File: src/hw/pllcm_regs.svh
// register offsets, field positions, reset values and timing counts
`ifndef PLLCM_REGS_SVH
`define PLLCM_REGS_SVH

// word offsets on the register port
`define PLLCM_OFF_CLK_OUT_STATUS 16'h7010
`define PLLCM_OFF_PLL_STATUS 16'h7011
`define PLLCM_OFF_FAST_PRESCALE 16'h701A
`define PLLCM_OFF_SLOW_PRESCALE 16'h701B
`define PLLCM_OFF_CLK_GATE_0 16'h701C
`define PLLCM_OFF_CLK_GATE_1 16'h701D
`define PLLCM_OFF_LOW_POWER 16'h701E
`define PLLCM_OFF_PLL_MULT 16'h7021
`define PLLCM_OFF_SYS_STATUS 16'h7022
`define PLLCM_OFF_WD_COUNT 16'h7023
`define PLLCM_OFF_WD_KEY 16'h7025
`define PLLCM_OFF_WD_CONTROL 16'h7029

// field positions
`define PLLCM_STS_LOCK_BIT 0
`define PLLCM_STS_HALVE_BIT 1
`define PLLCM_RATIO_MSB 3
`define PLLCM_LPM_MODE_MSB 1
`define PLLCM_PRESCALE_MSB 2

// ratio limits
`define PLLCM_RATIO_BYPASS 4'h0
`define PLLCM_RATIO_MAX 4'hA

// reset values
`define PLLCM_RST_WORD 16'h0000
`define PLLCM_RST_RATIO 4'h0

// stabilisation time in oscillator cycles
`define PLLCM_LOCK_OSC_CYCLES 131072
`define PLLCM_LOCK_CNT_W 18

`endif

File: src/hw/pllcm_pkg.sv
// types shared by the clock module design files
package pllcm_pkg;

  typedef logic [3:0] pllcm_ratio_t;
  typedef logic [15:0] pllcm_word_t;

  // low-power controller states
  typedef enum logic [3:0] {
    PLLCM_RUN = 4'h1,
    PLLCM_IDLE = 4'h2,
    PLLCM_STANDBY = 4'h4,
    PLLCM_HALT = 4'h8
  } pllcm_lpm_e;

endpackage

File: src/hw/pllcm_top.sv
// pll clock module control: ratio, bypass, lock, low-power entry, registers
// What this block does
// - a 4-bit ratio field multiplies the oscillator by 1 to 10, codes above 10 never apply.
// - a new ratio needs 131072 oscillator cycles before the multiplied clock is valid.
// - the core input clock is sent back out as the system clock at the same rate.
// - writes to every control register are dropped unless protected write mode is on.
// - the module also steers entry into and exit from the low-power modes.
// - a ratio of zero bypasses the pll without powering it down.
// - the final divisor is 2 when the halve select bit is 0 and 1 when it is 1.
// - after a non-zero ratio write the clock stays in bypass until lock is reported.
`timescale 1ns/1ps
`include "pllcm_regs.svh"

module pllcm_top
  import pllcm_pkg::*;
#(
  parameter int LOCK_CYCLES = `PLLCM_LOCK_OSC_CYCLES
)
(
  input wire logic clk,
  input wire logic rst,
  input wire logic [15:0] reg_addr,
  input wire logic [15:0] reg_wdata,
  input wire logic reg_wr,
  input wire logic reg_rd,
  output logic [15:0] reg_rdata,
  input wire logic protected_write_mode,
  input wire logic [15:0] watchdog_count_value,
  input wire logic low_power_request,
  input wire logic wake_request,
  input wire logic core_clock_in,
  output logic system_clock_out,
  output logic [3:0] active_ratio,
  output logic pll_bypass,
  output logic pll_locked,
  output logic core_divide_by_two,
  output logic core_clock_enable,
  output logic oscillator_enable,
  output logic [2:0] fast_prescale,
  output logic [2:0] slow_prescale,
  output logic [15:0] clock_gate_0,
  output logic [15:0] clock_gate_1,
  output logic [1:0] lpm_state
);

  // register state
  pllcm_ratio_t ratio_q;
  pllcm_ratio_t ratio_d;
  logic halve_q;
  logic halve_d;
  pllcm_word_t clk_out_q;
  pllcm_word_t clk_out_d;
  pllcm_word_t fast_q;
  pllcm_word_t fast_d;
  pllcm_word_t slow_q;
  pllcm_word_t slow_d;
  pllcm_word_t gate0_q;
  pllcm_word_t gate0_d;
  pllcm_word_t gate1_q;
  pllcm_word_t gate1_d;
  pllcm_word_t lpm_q;
  pllcm_word_t lpm_d;
  pllcm_word_t sys_q;
  pllcm_word_t sys_d;
  pllcm_word_t wdc_q;
  pllcm_word_t wdc_d;
  pllcm_word_t rdata_q;
  pllcm_word_t rdata_d;

  // clock path state
  pllcm_ratio_t act_q;
  pllcm_ratio_t act_d;
  logic bypass_q;
  logic bypass_d;
  logic div2_q;
  logic div2_d;

  // low-power state
  pllcm_lpm_e lp_q;
  pllcm_lpm_e lp_d;

  logic wr_ok;
  logic ratio_write;
  logic ratio_legal;
  logic locked;

  // a write only lands while protected mode is open
  // protected write gate
  assign wr_ok = reg_wr & protected_write_mode;

  assign ratio_legal = reg_wdata[`PLLCM_RATIO_MSB:0] <= `PLLCM_RATIO_MAX;

  assign ratio_write = wr_ok & (reg_addr == `PLLCM_OFF_PLL_MULT) & ratio_legal;

  pllcm_lock_counter #(
    .COUNT_CYCLES(LOCK_CYCLES)
  ) pllcm_lock_counter_inst (
    .clk(clk),
    .rst(rst),
    .start(ratio_write),
    .locked(locked)
  );

  // register writes
  always_comb
  begin
    ratio_d = ratio_q;
    halve_d = halve_q;
    clk_out_d = clk_out_q;
    fast_d = fast_q;
    slow_d = slow_q;
    gate0_d = gate0_q;
    gate1_d = gate1_q;
    lpm_d = lpm_q;
    sys_d = sys_q;
    wdc_d = wdc_q;
    if (ratio_write)
    begin
      ratio_d = reg_wdata[`PLLCM_RATIO_MSB:0];
    end
    if (wr_ok)
    begin
      unique case (reg_addr)
        `PLLCM_OFF_CLK_OUT_STATUS: clk_out_d = reg_wdata;
        `PLLCM_OFF_PLL_STATUS: halve_d = reg_wdata[`PLLCM_STS_HALVE_BIT];
        `PLLCM_OFF_FAST_PRESCALE: fast_d = reg_wdata;
        `PLLCM_OFF_SLOW_PRESCALE: slow_d = reg_wdata;
        `PLLCM_OFF_CLK_GATE_0: gate0_d = reg_wdata;
        `PLLCM_OFF_CLK_GATE_1: gate1_d = reg_wdata;
        `PLLCM_OFF_LOW_POWER: lpm_d = reg_wdata;
        `PLLCM_OFF_SYS_STATUS: sys_d = reg_wdata;
        `PLLCM_OFF_WD_CONTROL: wdc_d = reg_wdata;
        default: ;
      endcase
    end
  end

  // register file flops
  always_ff @(posedge clk or posedge rst)
  begin
    if (rst)
    begin
      ratio_q <= `PLLCM_RST_RATIO;
      halve_q <= 1'b0;
      clk_out_q <= `PLLCM_RST_WORD;
      fast_q <= `PLLCM_RST_WORD;
      slow_q <= `PLLCM_RST_WORD;
      gate0_q <= `PLLCM_RST_WORD;
      gate1_q <= `PLLCM_RST_WORD;
      lpm_q <= `PLLCM_RST_WORD;
      sys_q <= `PLLCM_RST_WORD;
      wdc_q <= `PLLCM_RST_WORD;
    end
    else
    begin
      ratio_q <= ratio_d;
      halve_q <= halve_d;
      clk_out_q <= clk_out_d;
      fast_q <= fast_d;
      slow_q <= slow_d;
      gate0_q <= gate0_d;
      gate1_q <= gate1_d;
      lpm_q <= lpm_d;
      sys_q <= sys_d;
      wdc_q <= wdc_d;
    end
  end

  // read mux, data valid only in the cycle after the strobe
  always_comb
  begin
    rdata_d = `PLLCM_RST_WORD;
    if (reg_rd)
    begin
      unique case (reg_addr)
        `PLLCM_OFF_CLK_OUT_STATUS: rdata_d = clk_out_q;
        `PLLCM_OFF_PLL_STATUS:
        begin
          rdata_d[`PLLCM_STS_LOCK_BIT] = locked;
          rdata_d[`PLLCM_STS_HALVE_BIT] = halve_q;
        end
        `PLLCM_OFF_FAST_PRESCALE: rdata_d = fast_q;
        `PLLCM_OFF_SLOW_PRESCALE: rdata_d = slow_q;
        `PLLCM_OFF_CLK_GATE_0: rdata_d = gate0_q;
        `PLLCM_OFF_CLK_GATE_1: rdata_d = gate1_q;
        `PLLCM_OFF_LOW_POWER: rdata_d = lpm_q;
        `PLLCM_OFF_PLL_MULT: rdata_d[`PLLCM_RATIO_MSB:0] = ratio_q;
        `PLLCM_OFF_SYS_STATUS: rdata_d = sys_q;
        `PLLCM_OFF_WD_COUNT: rdata_d = watchdog_count_value;
        `PLLCM_OFF_WD_CONTROL: rdata_d = wdc_q;
        default: rdata_d = `PLLCM_RST_WORD; // key and holes read zero
      endcase
    end
  end

  // read data register
  always_ff @(posedge clk or posedge rst)
  begin
    if (rst)
    begin
      rdata_q <= `PLLCM_RST_WORD;
    end
    else
    begin
      rdata_q <= rdata_d;
    end
  end

  // clock path selection
  always_comb
  begin
    bypass_d = (ratio_q == `PLLCM_RATIO_BYPASS) | ~locked | ratio_write;
    act_d = bypass_d ? `PLLCM_RATIO_BYPASS : ratio_q;
    div2_d = ~halve_q;
  end

  // clock path flops
  always_ff @(posedge clk or posedge rst)
  begin
    if (rst)
    begin
      act_q <= `PLLCM_RST_RATIO;
      bypass_q <= 1'b1;
      div2_q <= 1'b1;
    end
    else
    begin
      act_q <= act_d;
      bypass_q <= bypass_d;
      div2_q <= div2_d;
    end
  end

  // low-power entry on request, exit on wake
  always_comb
  begin
    lp_d = lp_q;
    unique case (lp_q)
      PLLCM_RUN:
      begin
        if (low_power_request)
        begin
          if (lpm_q[`PLLCM_LPM_MODE_MSB])
          begin
            lp_d = PLLCM_HALT;
          end
          else if (lpm_q[0])
          begin
            lp_d = PLLCM_STANDBY;
          end
          else
          begin
            lp_d = PLLCM_IDLE;
          end
        end
      end
      PLLCM_IDLE, PLLCM_STANDBY, PLLCM_HALT:
      begin
        if (wake_request)
        begin
          lp_d = PLLCM_RUN;
        end
      end
      default: lp_d = PLLCM_RUN;
    endcase
  end

  // low-power state flop
  always_ff @(posedge clk or posedge rst)
  begin
    if (rst)
    begin
      lp_q <= PLLCM_RUN;
    end
    else
    begin
      lp_q <= lp_d;
    end
  end

  assign system_clock_out = core_clock_in;

  // outputs
  assign reg_rdata = rdata_q;
  assign active_ratio = act_q;
  assign pll_bypass = bypass_q;
  assign pll_locked = locked;
  assign core_divide_by_two = div2_q;
  assign core_clock_enable = (lp_q == PLLCM_RUN) | (lp_q == PLLCM_IDLE);
  assign oscillator_enable = (lp_q != PLLCM_HALT);
  assign fast_prescale = fast_q[`PLLCM_PRESCALE_MSB:0];
  assign slow_prescale = slow_q[`PLLCM_PRESCALE_MSB:0];
  assign clock_gate_0 = gate0_q;
  assign clock_gate_1 = gate1_q;
  assign lpm_state = lpm_q[`PLLCM_LPM_MODE_MSB:0];

endmodule // pllcm_top

File: src/hw/pllcm_lock_counter.sv
// stabilisation counter restarted by each accepted multiplier write
`timescale 1ns/1ps
`include "pllcm_regs.svh"

module pllcm_lock_counter
  import pllcm_pkg::*;
#(
  parameter int COUNT_CYCLES = `PLLCM_LOCK_OSC_CYCLES
)
(
  input wire logic clk,
  input wire logic rst,
  input wire logic start,
  output logic locked
);

  logic [`PLLCM_LOCK_CNT_W-1:0] cnt_q;
  logic [`PLLCM_LOCK_CNT_W-1:0] cnt_d;
  logic busy_q;
  logic busy_d;

  // load on start, count down, drop busy at zero
  always_comb
  begin
    cnt_d = cnt_q;
    busy_d = busy_q;
    if (start)
    begin
      cnt_d = `PLLCM_LOCK_CNT_W'(COUNT_CYCLES - 1);
      busy_d = 1'b1;
    end
    else if (busy_q)
    begin
      if (cnt_q == '0)
      begin
        busy_d = 1'b0;
      end
      else
      begin
        cnt_d = cnt_q - `PLLCM_LOCK_CNT_W'(1);
      end
    end
  end

  // counter registers
  always_ff @(posedge clk or posedge rst)
  begin
    if (rst)
    begin
      cnt_q <= '0;
      busy_q <= 1'b0;
    end
    else
    begin
      cnt_q <= cnt_d;
      busy_q <= busy_d;
    end
  end

  assign locked = ~busy_q;

endmodule // pllcm_lock_counter

File: config.mk
export PLATFORM = sky130hd
export DESIGN_NAME = pllcm_top
export DESIGN_NICKNAME = d
export VERILOG_FILES = /design/src/hw/pllcm_pkg.sv /design/src/hw/pllcm_top.sv /design/src/hw/pllcm_lock_counter.sv
export VERILOG_INCLUDE_DIRS = /design/src /design/src/hw
export SDC_FILE = /design/constraint.sdc
export NUM_CORES = 1
export LEC_CHECK = 0
export ABC_CLOCK_PERIOD_IN_PS = 5000
export BUFFER_PORTS_ARGS = -buffer_cell sky130_fd_sc_hd__buf_2
export CAP_MARGIN = 40
export CORE_ASPECT_RATIO = 1.2
export CORE_MARGIN = 1.5
export CORE_UTILIZATION = 52
export DETAILED_ROUTE_END_ITERATION = 7
export PLACE_DENSITY = 0.75
export SLEW_MARGIN = 0
export SYNTH_ARGS = -nofsm -noshare
export SYNTH_HDL_FRONTEND = slang
export SYNTH_SLANG_ARGS = --single-unit
File: constraint.sdc
create_clock -name clk -period 5 [get_ports clk]
set_clock_uncertainty 0.1 [all_clocks]
set_input_delay 0.5 -clock clk [delete_from_list [all_inputs] [get_ports clk]]
set_output_delay 0.5 -clock clk [all_outputs]
set_load 0.005 [all_outputs]
### Word-level counts from Yosys, hierarchy flattened

Index checks and enable logic that the tools add are counted.

* add/sub/neg operators: 1
* $lt $le $gt $ge: 1
* equal/unequal tests: 19
* muxes and demuxes: 16
* bitwise logic cells: 8
* reductions and logical operators: 15

Operators with widths (number)
* equality test 16 x 15 -> 1 bit (second input constant): 11
* case mux 12 bit (9 select lines): 1
* two-way mux 18 bit: 3
* case mux 2 bit (11 select lines): 1
* AND reduction 2 bit: 11
* case mux 2 bit (10 select lines): 1
* logical NOT 18 bit: 1
* subtractor 18 x 1 -> 18 bit (second input constant): 1
* two-way mux 16 bit: 1
* two-way mux 4 bit: 4
* case mux 4 bit (2 select lines): 1
* != test 2 bit (second input constant): 3
* equality test 4 x 1 -> 1 bit (second input constant): 1
* equality test 4 x 2 -> 1 bit (second input constant): 1
* equality test 4 x 3 -> 1 bit (second input constant): 1
* equality test 4 bit (second input constant): 1
* less-or-equal comparator 4 bit (second input constant): 1
* logical NOT 4 bit: 1
* != test 4 bit (second input constant): 1
* bitwise AND 1 bit: 3
* two-way mux 1 bit: 3
* two-way mux 3 bit: 1
* bitwise OR 1 bit: 3
* OR reduction 3 bit: 1
* 2 further kinds: 3

* register bits: 178
* bits of input ports: 56
* output and inout port bits: 66
* logic and storage cells: 77

### Longest topological paths before layout

Gate-level depths: netlist of the first run.

* depth in word-level cells: 5
* mapped depth: 9
* depth with buffers taken out: 7

### Hierarchy

Synthesis of the first run repeated with hierarchy kept, for this count alone.

* cells, all modules: 669
* area total of the unflattened synthesis: 8715.9 um2

By module, submodules not included
* pllcm_top: times used 1, cells an instance 553, area an instance 7534.7 um2, sequential area each 3982.6 um2
* pllcm_lock_counter: times used 1, cells an instance 116, area an instance 1181.1 um2, sequential area each 475.5 um2

### Least setup slack after synthesis of the first run

No wires, ideal clock.

* path type: in2reg
* from: input reg_addr[9]
* to: register gate0_q[3] (netlist: clock_gate_0[3])
* setup time: 125 ps
* data arrival time: 2427 ps
* data required time: 4775 ps
* slack: 2349 ps
* stages: 6
* cells stage by stage: or4_1 buf_6 or3_1 nor3_4 buf_6 mux2_2

* longest elaborated chain between the ends: 2

Ends and longest elaborated chain
* start: declaration: line pllcm_top.sv:22 `input wire logic [15:0] reg_addr,`
* equality test 16 x 15 -> 1 bit: line pllcm_top.sv:123 `unique case (reg_addr)`
* AND reduction 2 bit (no line)
* end signal: assignment: line pllcm_top.sv:148 `` gate0_q <= `PLLCM_RST_WORD; ``
* end signal: assignment: line pllcm_top.sv:161 `gate0_q <= gate0_d;`
* end: declaration: line pllcm_top.sv:57 `pllcm_word_t gate0_q;`

No other way between the ends.
A chain may end at the register's enable or synchronous reset.

### Worst setup path after layout of the first run

* from: input reg_addr[5]
* to: register gate1_q[2] (netlist: clock_gate_1[2])

* longest elaborated chain between the ends: 2

Ends and longest elaborated chain
* equality test 16 x 15 -> 1 bit: line pllcm_top.sv:123
* AND reduction 2 bit (no line)
* end signal: assignment: line pllcm_top.sv:149 `` gate1_q <= `PLLCM_RST_WORD; ``
* end signal: assignment: line pllcm_top.sv:162 `gate1_q <= gate1_d;`
* end: declaration: line pllcm_top.sv:59 `pllcm_word_t gate1_q;`

No other way between the ends.

==> results of run 1 <==
## cells in the mapped netlist (all sizes together), types with 3 or more instances
master / count
nor3: 12
nand4b: 5
xor2: 3
a22oi: 18
a221oi: 13
mux2: 125
nor4: 19
nand2: 45
dfrtp: 175
a31oi: 16
a21oi: 9
nand3: 17
o211ai: 4
nor2: 21
a211oi: 3
a2111oi: 4
dfstp: 3
clkbuf: 16
or4bb: 4
xnor2: 10
or3: 4
and3: 8
nand2b: 3
nor2b: 4
or4: 8
inv: 13
o21ai: 10
a222oi: 16
buf: 30
a22o: 13
## power breakdown
| group | leakage (nW) | internal, mW | switching (mW) | total [mW] |
|---|---|---|---|---|
| clock network | 0.284 | 0.795 | 0.557 | 1.35 |
| registers | 2.39 | 1.45 | 0.0101 | 1.46 |
| logic | 1.90 | 0.0384 | 0.0852 | 0.124 |
## layer usage
| metal | up-vias | track usage | share of wire |
|---|---|---|---|
| li1 | 2711 | - | - |
| met1 | 3175 | 0.342 | 0.40 |
| met2 | 270 | 0.441 | 0.50 |
| met3 | 59 | 0.0643 | 0.063 |
| met4 | 2 | 0.120 | 0.035 |
| met5 | - | 0 | 0.00069 |
## flip-flops by register name (all words and copies together), names as in the netlist, 4 cells and up
| register | cells |
|---|---|
| pllcm_lock_counter_inst.cnt_q | 18 |
| clk_out_q | 16 |
| clock_gate_0 | 16 |
| clock_gate_1 | 16 |
| fast_q | 16 |
| lpm_q | 16 |
| reg_rdata | 16 |
| slow_q | 16 |
| sys_q | 16 |
| wdc_q | 16 |
| active_ratio | 4 |
| lp_q | 4 |
| ratio_q | 4 |
## logic make-up (layout without fill, tap and decap cells)
| family | after synthesis | after routing |
|---|---|---|
| other | 0 | 2 |
| buffers and inverters | 59 | 180 |
| AND/OR/NAND/NOR | 162 | 162 |
| AO/OA/AOI/OAI | 117 | 117 |
| multiplexers | 127 | 127 |
| adder cells (fa/ha/maj) | 1 | 1 |
| flip-flops | 178 | 178 |
| XOR/XNOR | 13 | 13 |
## cells in the final DEF, fill, tap and decap left out, drive strengths merged, types with 3 or more instances in the layout
cell type  Yosys  routed
clkinvlp       0       5
clkinv         0       5
mux2         125     125
a221oi        13      13
or4bb          4       4
a2111oi        4       4
xor2           3       3
nor4          19      19
nand3         17      17
a222oi        16      16
a211oi         3       3
o21ai         10      10
a21oi          9       9
inv           13      13
nand4b         5       5
buf           30     136
a31oi         16      16
and3           8       8
nor3          12      12
dfrtp        175     175
a22o          13      13
bufinv         0       3
or4            8       8
a22oi         18      18
xnor2         10      10
o211ai         4       4
nand2         45      45
nor2          21      21
dfstp          3       3
nor2b          4       4
or3            4       4
clkbuf        16      18
nand2b         3       3
## how the worst max path moves through the flow
stage / startpoint / end / slack (ns)
floorplan: rst / active_ratio[0] / 2.12
global placement: reg_addr[9] / clock_gate_1[2] / 1.37
detailed placement: reg_addr[5] / slow_q[8] / 1.51
CTS: reg_addr[5] / clock_gate_1[2] / 1.95
global route: reg_addr[5] / clock_gate_1[9] / 1.83
finish: reg_addr[5] / clock_gate_1[2] / 1.89
## final cells by class
type / instances / area, sq um / area share
well taps: 208 / 260 / 0.0270
multi-input cells: 420 / 3500 / 0.362
clock inverters: 13 / 161 / 0.0167
diodes: 2 / 5.00 / 0.000519
repair buffers: 136 / 778 / 0.0806
inverters: 13 / 52.6 / 0.00544
clock buffers: 18 / 439 / 0.0455
flip-flops and latches: 178 / 4460 / 0.462
## worst max-delay path: stages
cell                      delay (ns)
sky130_fd_sc_hd__buf_2          0.10
sky130_fd_sc_hd__or4b_1         0.89
sky130_fd_sc_hd__nor3_2         0.46
sky130_fd_sc_hd__nand3_2        0.28
sky130_fd_sc_hd__nor2_4         0.68
sky130_fd_sc_hd__mux2_2         0.41
==> metrics.md, run 1 <==
| Metric | Value |
|---|---|
| Required time at the worst-slack endpoint | `5.22 ns` |
| Gate Count Post-Synth | `657` |
| Static power due to leakage | `4.58 nW` |
| Final design area excluding fillers | `9650 sq um` |
| Worst reg-to-reg setup slack | `2.26 ns` |
| Clock sink count | `178` |
| Worst Path Max Fanout | `16` |
| Setup_tns | `0 ns` |
| Final Core Density | `0.620` |
| Part of the cycle the worst path needs | `0.623` |
| Portion of netlist area occupied by mux cells | `0.173` |
| Worst slack, placed | `1.51 ns` |
| Initial cell density of the core | `0.530` |
| Via density | `6.29` |
| Worst hold-check path type | `input pin to async pin` |
| Sequential cell area fraction in the yosys report | `0.540` |
| Buffer count from post-CTS setup fixing | `0` |
| Peak supply drop | `0.228 mV` |
| Number of buffers added on ports | `119` |
| Compound-gate portion of the synthesized area | `0.109` |
| Xor/xnor cell area share of the yosys netlist | `0.0138` |
| Top flip-flop cell by instance count after synthesis | `sky130_fd_sc_hd__dfrtp_1` |
| Post-synthesis average cell area | `12.6 sq um` |
| Crit path time final | `3.11 ns` |
| Number of CTS-inserted buffers | `17` |
| Relative max-transition margin | `0.368` |
| Number of hold violations in the final report | `0` |
| Area fraction of the dominant cell type after synthesis | `0.531` |
| Vias post-DR | `6217` |
| Die Y | `141 microns` |
| Post-Synth Simple-Gate Area | `0.123` |
| Adder-Cell Fraction of Synth Area | `0.00152` |
| Endpoint kind of the worst setup timing path | `register` |
| Run status | `finished, final reports clean` |
| Critical path type | `input pin to register` |
| I/O Pins | `122` |
| Count of state elements after synthesis | `178` |
| Post-synthesis cell type with the largest combined area | `sky130_fd_sc_hd__dfrtp_1` |
| HPWL reported at the end of detailed placement | `14300 microns` |
| Area after detailed placement | `9050 sq um` |
| Max Freq | `321 MHz` |
| Main combinational cell family by area after synthesis | `multiplexers` |
| Number of enable flip-flop cells after synthesis | `0` |
| Combined global-route utilization of all metal layers | `0.269` |
| Detailed Route Iter0 Violations | `500` |
| Worst slew pin tran | `0.947 ns` |
| Unrepaired setup endpoints after global routing | `no` |
| P per Cell Area | `304 nW/um^2` |
| Area growth, synth to finish | `17.0%` |
| Final Worst Setup Slack | `1.89 ns` |
| Fin. max-slew vios | `0` |
| Horiz. Die Dim | `118 microns` |
| Number of gates resized after CTS | `0` |
| Hold Slack | `0.218 ns` |
| Maxcap violations | `0` |
| Setup-violating endpoint count in the final report | `0` |
| Antenna-violating nets left | `0` |
| Crit path launch type | `input pin` |
| Post-Route WL | `21700 microns` |
| Total overflow reported by the global router | `0` |
| Clock tree from TritonCTS | `built` |
| Layout Cells excl Fill | `988` |
| Synthesized area | `8250 sq um` |
| Pin count of the biggest net entering global routing | `179` |
| Reg-to-reg critical path endpoint | `pllcm_lock_counter_inst.cnt_q[6]` |
| Cells on worst reg2reg path | `5` |
| Mapped Nets | `714` |
| Power consumption | `2.93 mW` |
| Root cell of the clock tree | `sky130_fd_sc_hd__clkbuf_16` |
| Filler Cells Inserted | `1229` |
| DRC violations left | `0` |
| Row count | `50` |
| Post-Place Cells | `955` |
| Final estimated routing congestion in global placement | `0.881` |
| Maximum level of the CTS H-tree | `4` |
| Arrival time at the worst endpoint | `3.33 ns` |
| Synth async-reset ratio | `1.00` |
| Yosys Warn Count | `0` |
| Fraction of layout cells with a size suffix above 1 | `0.389` |
| Startpoint of the most critical register-to-register path | `pllcm_lock_counter_inst.cnt_q[9]` |
| Die Area | `16600 sq um` |
| Final Net Count | `823` |
| Buffer levels on the longest clock path | `2` |
| Clk slew on worst S/H paths | `0.06 ns` |
| Number of hold buffers added after cts | `0` |
| Top cells by area, synth | `sky130_fd_sc_hd__dfrtp_1 (53%), sky130_fd_sc_hd__mux2_2 (15%), sky130_fd_sc_hd__mux2_1 (2.3%)` |
| WL per Instance | `22.0 microns` |
| Global-route wire length before repair | `34300 microns` |
| Count of distinct cell types in the synthesized netlist | `62` |
| Core outline area | `15600 sq um` |
| Vias in the first global route | `6223` |
| Antenna violations before repair | `3` |
| TritonRoute pass-1 iters | `5` |
| Clock latency on the worst-skew pair | `0.43 ns` |
Note: power is estimated with default switching activity, not from simulation.
==> run 2, diff against run 1 <==
--- a/config.mk
+++ b/config.mk
@@ -6,7 +6,7 @@
 export SDC_FILE = /design/constraint.sdc
 export NUM_CORES = 1
 export LEC_CHECK = 0
-export ABC_CLOCK_PERIOD_IN_PS = 5000
+export ABC_CLOCK_PERIOD_IN_PS = 2700
 export BUFFER_PORTS_ARGS = -buffer_cell sky130_fd_sc_hd__buf_2
 export CAP_MARGIN = 40
 export CORE_ASPECT_RATIO = 1.2
==> constraint.sdc (replaced) <==
create_clock -name clk -period 2.7 [get_ports clk]
set_clock_uncertainty 0.1 [all_clocks]
set_input_delay 0.27 -clock clk [delete_from_list [all_inputs] [get_ports clk]]
set_output_delay 0.27 -clock clk [all_outputs]
set_load 0.005 [all_outputs]
==> metrics.md, run 2 (same netlist as run 1, synthesis figures left out) <==
| Metric | Value |
|---|---|
| Combined global-route utilization of all metal layers | `0.277 (+0.00830)` |
| Launch point of the critical path | `pllcm_lock_counter_inst.cnt_q[9]` |
| Cells on worst reg2reg path | `5 (unchanged)` |
| Most used routing layer in global routing | `met2` |
| Most common cell on crit path | `sky130_fd_sc_hd__or4_1` |
| Most used cells in the layout excluding fill and tap cells | `sky130_fd_sc_hd__dfrtp_1 (175), sky130_fd_sc_hd__buf_2 (119), sky130_fd_sc_hd__mux2_2 (108)` |
| Number of gates resized after CTS | `0 (unchanged)` |
| Antenna violations before repair | `3 (unchanged)` |
| Worst Path Max Fanout | `6 (-10)` |
| Fraction of layout cells with a size suffix above 1 | `0.413 (+0.0231)` |
| Endpoint kind of the worst setup timing path | `register` |
| Clock latency on the worst-skew pair | `0.43 ns (about the same)` |
| Internal power consumption | `4.35 mW (+91%)` |
| Worst reg-to-reg setup slack | `0.30 ns (-1.96 ns)` |
| Unrepaired setup endpoints after global routing | `no` |
| Arrival time at the worst endpoint | `2.62 ns (-0.71 ns)` |
| Max Freq | `417 MHz` |
| Static power due to leakage | `4.76 nW (+4.0%)` |
| Pin count of the biggest net entering global routing | `89 (-50%)` |
| Maximum level of the CTS H-tree | `4 (unchanged)` |
| Met2 track demand over resource in global routing | `0.461 (+0.0200)` |
| Post-Route WL | `22400 microns (+3.3%)` |
| Number of buffers added on ports | `119 (unchanged)` |
| Relative max-transition margin | `0.409 (+0.0402)` |
| Row count | `50 (unchanged)` |
| Maxcap violations | `0 (unchanged)` |
| Number of hold buffers added after cts | `2 (+2)` |
| Worst slew pin tran | `0.865 ns (-0.0826 ns)` |
| Fin. max-slew vios | `0 (unchanged)` |
| Vias post-DR | `6310 (+1.5%)` |
| Required time at the worst-slack endpoint | `2.92 ns (-2.30 ns)` |
| Number of CTS-inserted buffers | `17 (unchanged)` |
| Die Y | `141 microns (unchanged)` |
| Worst hold-check path type | `input pin to register` |
| Detailed Route Iter0 Violations | `634 (+27%)` |
| Setup_tns | `0 ns (unchanged)` |
| Critical path type | `register to register` |
| Hold Slack | `0.0366 ns (-0.182 ns)` |
| Via density | `6.17 (-1.9%)` |
| Part of the cycle the worst path needs | `0.887` |
| Core outline area | `15600 sq um (unchanged)` |
| Horiz. Die Dim | `118 microns (unchanged)` |
| Category of cells accounting for the largest share of critical-path delay | `simple AND/OR/NAND/NOR gates` |
| Clock share of power | `0.473 (+0.012)` |
| Buffer count from post-CTS setup fixing | `0 (unchanged)` |
| Crit path launch type | `register` |
| Setup-violating endpoint count in the final report | `0 (unchanged)` |
| Run status | `finished, final reports clean` |
| Root cell of the clock tree | `sky130_fd_sc_hd__clkbuf_16` |
| M1 GR Usage | `0.356 (+0.0140)` |
| Number of hold violations in the final report | `0 (unchanged)` |
| Worst slack, placed | `0.0881 ns (-1.42 ns)` |
| Sequential Power Share | `0.484 (-0.013)` |
| Final Worst Setup Slack | `0.304 ns (-1.58 ns)` |
| Startpoint of the most critical register-to-register path | `pllcm_lock_counter_inst.cnt_q[9]` |
| Clock tree from TritonCTS | `built` |
| TritonRoute pass-1 iters | `7 (+2)` |
| Worst setup endpoint | `pllcm_lock_counter_inst.cnt_q[17]` |
| CP bufs+invs | `0 (-1)` |
| Delay contributed by the slowest stage of the critical path | `0.63 ns (-0.26 ns)` |
| Largest Register | `pllcm_lock_counter_inst.cnt_q` |
| Net switching power figure | `1.23 mW (+88%)` |
| Area growth, synth to finish | `20.8%` |
| HPWL reported at the end of detailed placement | `14900 microns (+4.5%)` |
| Antenna-violating nets left | `0 (unchanged)` |
| Filler Cells Inserted | `1181 (-3.9%)` |
| Most frequent standard cell in the layout excluding fill and tap cells | `sky130_fd_sc_hd__dfrtp_1` |
| Total overflow reported by the global router | `0 (unchanged)` |
| DRC violations left | `0 (unchanged)` |
| Total stage count of the critical path | `5 (-1)` |
| Die Area | `16600 sq um (unchanged)` |
| Vias in the first global route | `6383 (+2.6%)` |
| Clock sink count | `178 (unchanged)` |
| Final Net Count | `856 (+4.0%)` |
| Buffer levels on the longest clock path | `2 (unchanged)` |
| Power consumption | `5.58 mW (+90%)` |
| Final estimated routing congestion in global placement | `0.910 (+3.3%)` |
| WL per Instance | `21.9 microns (-0.15%)` |
| Sequential cell area in the final layout | `4460 sq um (unchanged)` |
| Initial cell density of the core | `0.530 (unchanged)` |
| I/O Pins | `122 (unchanged)` |
| P per Cell Area | `559 nW/um^2 (+84%)` |
| Peak supply drop | `0.510 mV (+120%)` |
| Highest-delay cell along the critical path | `sky130_fd_sc_hd__or4_1` |
| Crit path time final | `2.40 ns` |
| Flip-flop count of the largest register after layout | `18 (unchanged)` |
| Multi-input gate area in the final layout | `3490 sq um (-0.25%)` |
| Comb power frac | `0.043 (about the same)` |
| GR Layer Usage met3 | `0.0570 (-0.00728)` |
| Critical-path cell list | `or4_1 -> or4_1 -> a2111oi_2 -> xnor2_1 -> nor2_1` |
| Clk slew on worst S/H paths | `0.07 ns (about the same)` |
| Reg-to-reg critical path endpoint | `pllcm_lock_counter_inst.cnt_q[17]` |
| Global-route wire length before repair | `35300 microns (+3.0%)` |
| Switching part of the total | `0.220 (-0.00228)` |
run 2: final cells by class:
class | count | share of cell area
inverters | 13 | 0.00527
diodes | 2 | 0.000502
repair buffers | 169 | 0.107
clock buffers | 22 | 0.0496
well taps | 208 | 0.0261
clock inverters | 10 | 0.0147
multi-input cells | 420 | 0.350
flip-flops and latches | 178 | 0.447
run 2: power groups by stage:
stage | clock network [mW] | registers (mW) | logic, mW
3_3_place_gp | 0 | 2.75 | 0.230
6_report | 2.63 | 2.70 | 0.240
2_1_floorplan | 0 | 2.75 | 0.127
4_1_cts | 2.67 | 2.70 | 0.241
3_5_place_dp | 0 | 2.75 | 0.237
5_1_grt | 2.79 | 2.70 | 0.268
run 2: worst min-delay path by stage:
| stage | from | to | slack (ns) | depth (start not counted) |
|---|---|---|---|---|
| global placement | rst | clock_gate_1[15] | 0.22 | 2 |
| detailed placement | rst | reg_rdata[12] | 0.24 | 2 |
| floorplan | halve_q | core_divide_by_two | 0.28 | 1 |
| CTS | reg_wdata[3] | sys_q[3] | 0.02 | 2 |
| finish | reg_wdata[3] | sys_q[3] | 0.04 | 2 |
| global route | reg_wdata[3] | sys_q[3] | 0.02 | 2 |
run 2: metal layers:
metal	part of all wire	vias to the layer above
li1	-	2782
met2	0.51	285
met1	0.40	3190
met3	0.069	51
met4	0.026	2
met5	0.00054	-
run 2: per-stage QoR:
stage / cells / utilization / area [sq um]
floorplan: 657 / - / 8250
global placement: 986 / 0.597 / 9300
detailed placement: 986 / 0.597 / 9300
CTS: 1020 / 0.640 / 9960
global route: 1022 / 0.640 / 9970
finish: 1022 / 0.640 / 9970
run 2: worst reg2reg max path, stage by stage, from the launching register on:
cell                        delay, ns
sky130_fd_sc_hd__dfrtp_1         0.43
sky130_fd_sc_hd__or4_1           0.63
sky130_fd_sc_hd__or4_1           0.50
sky130_fd_sc_hd__a2111oi_2       0.41
sky130_fd_sc_hd__xnor2_1         0.17
sky130_fd_sc_hd__nor2_1          0.05
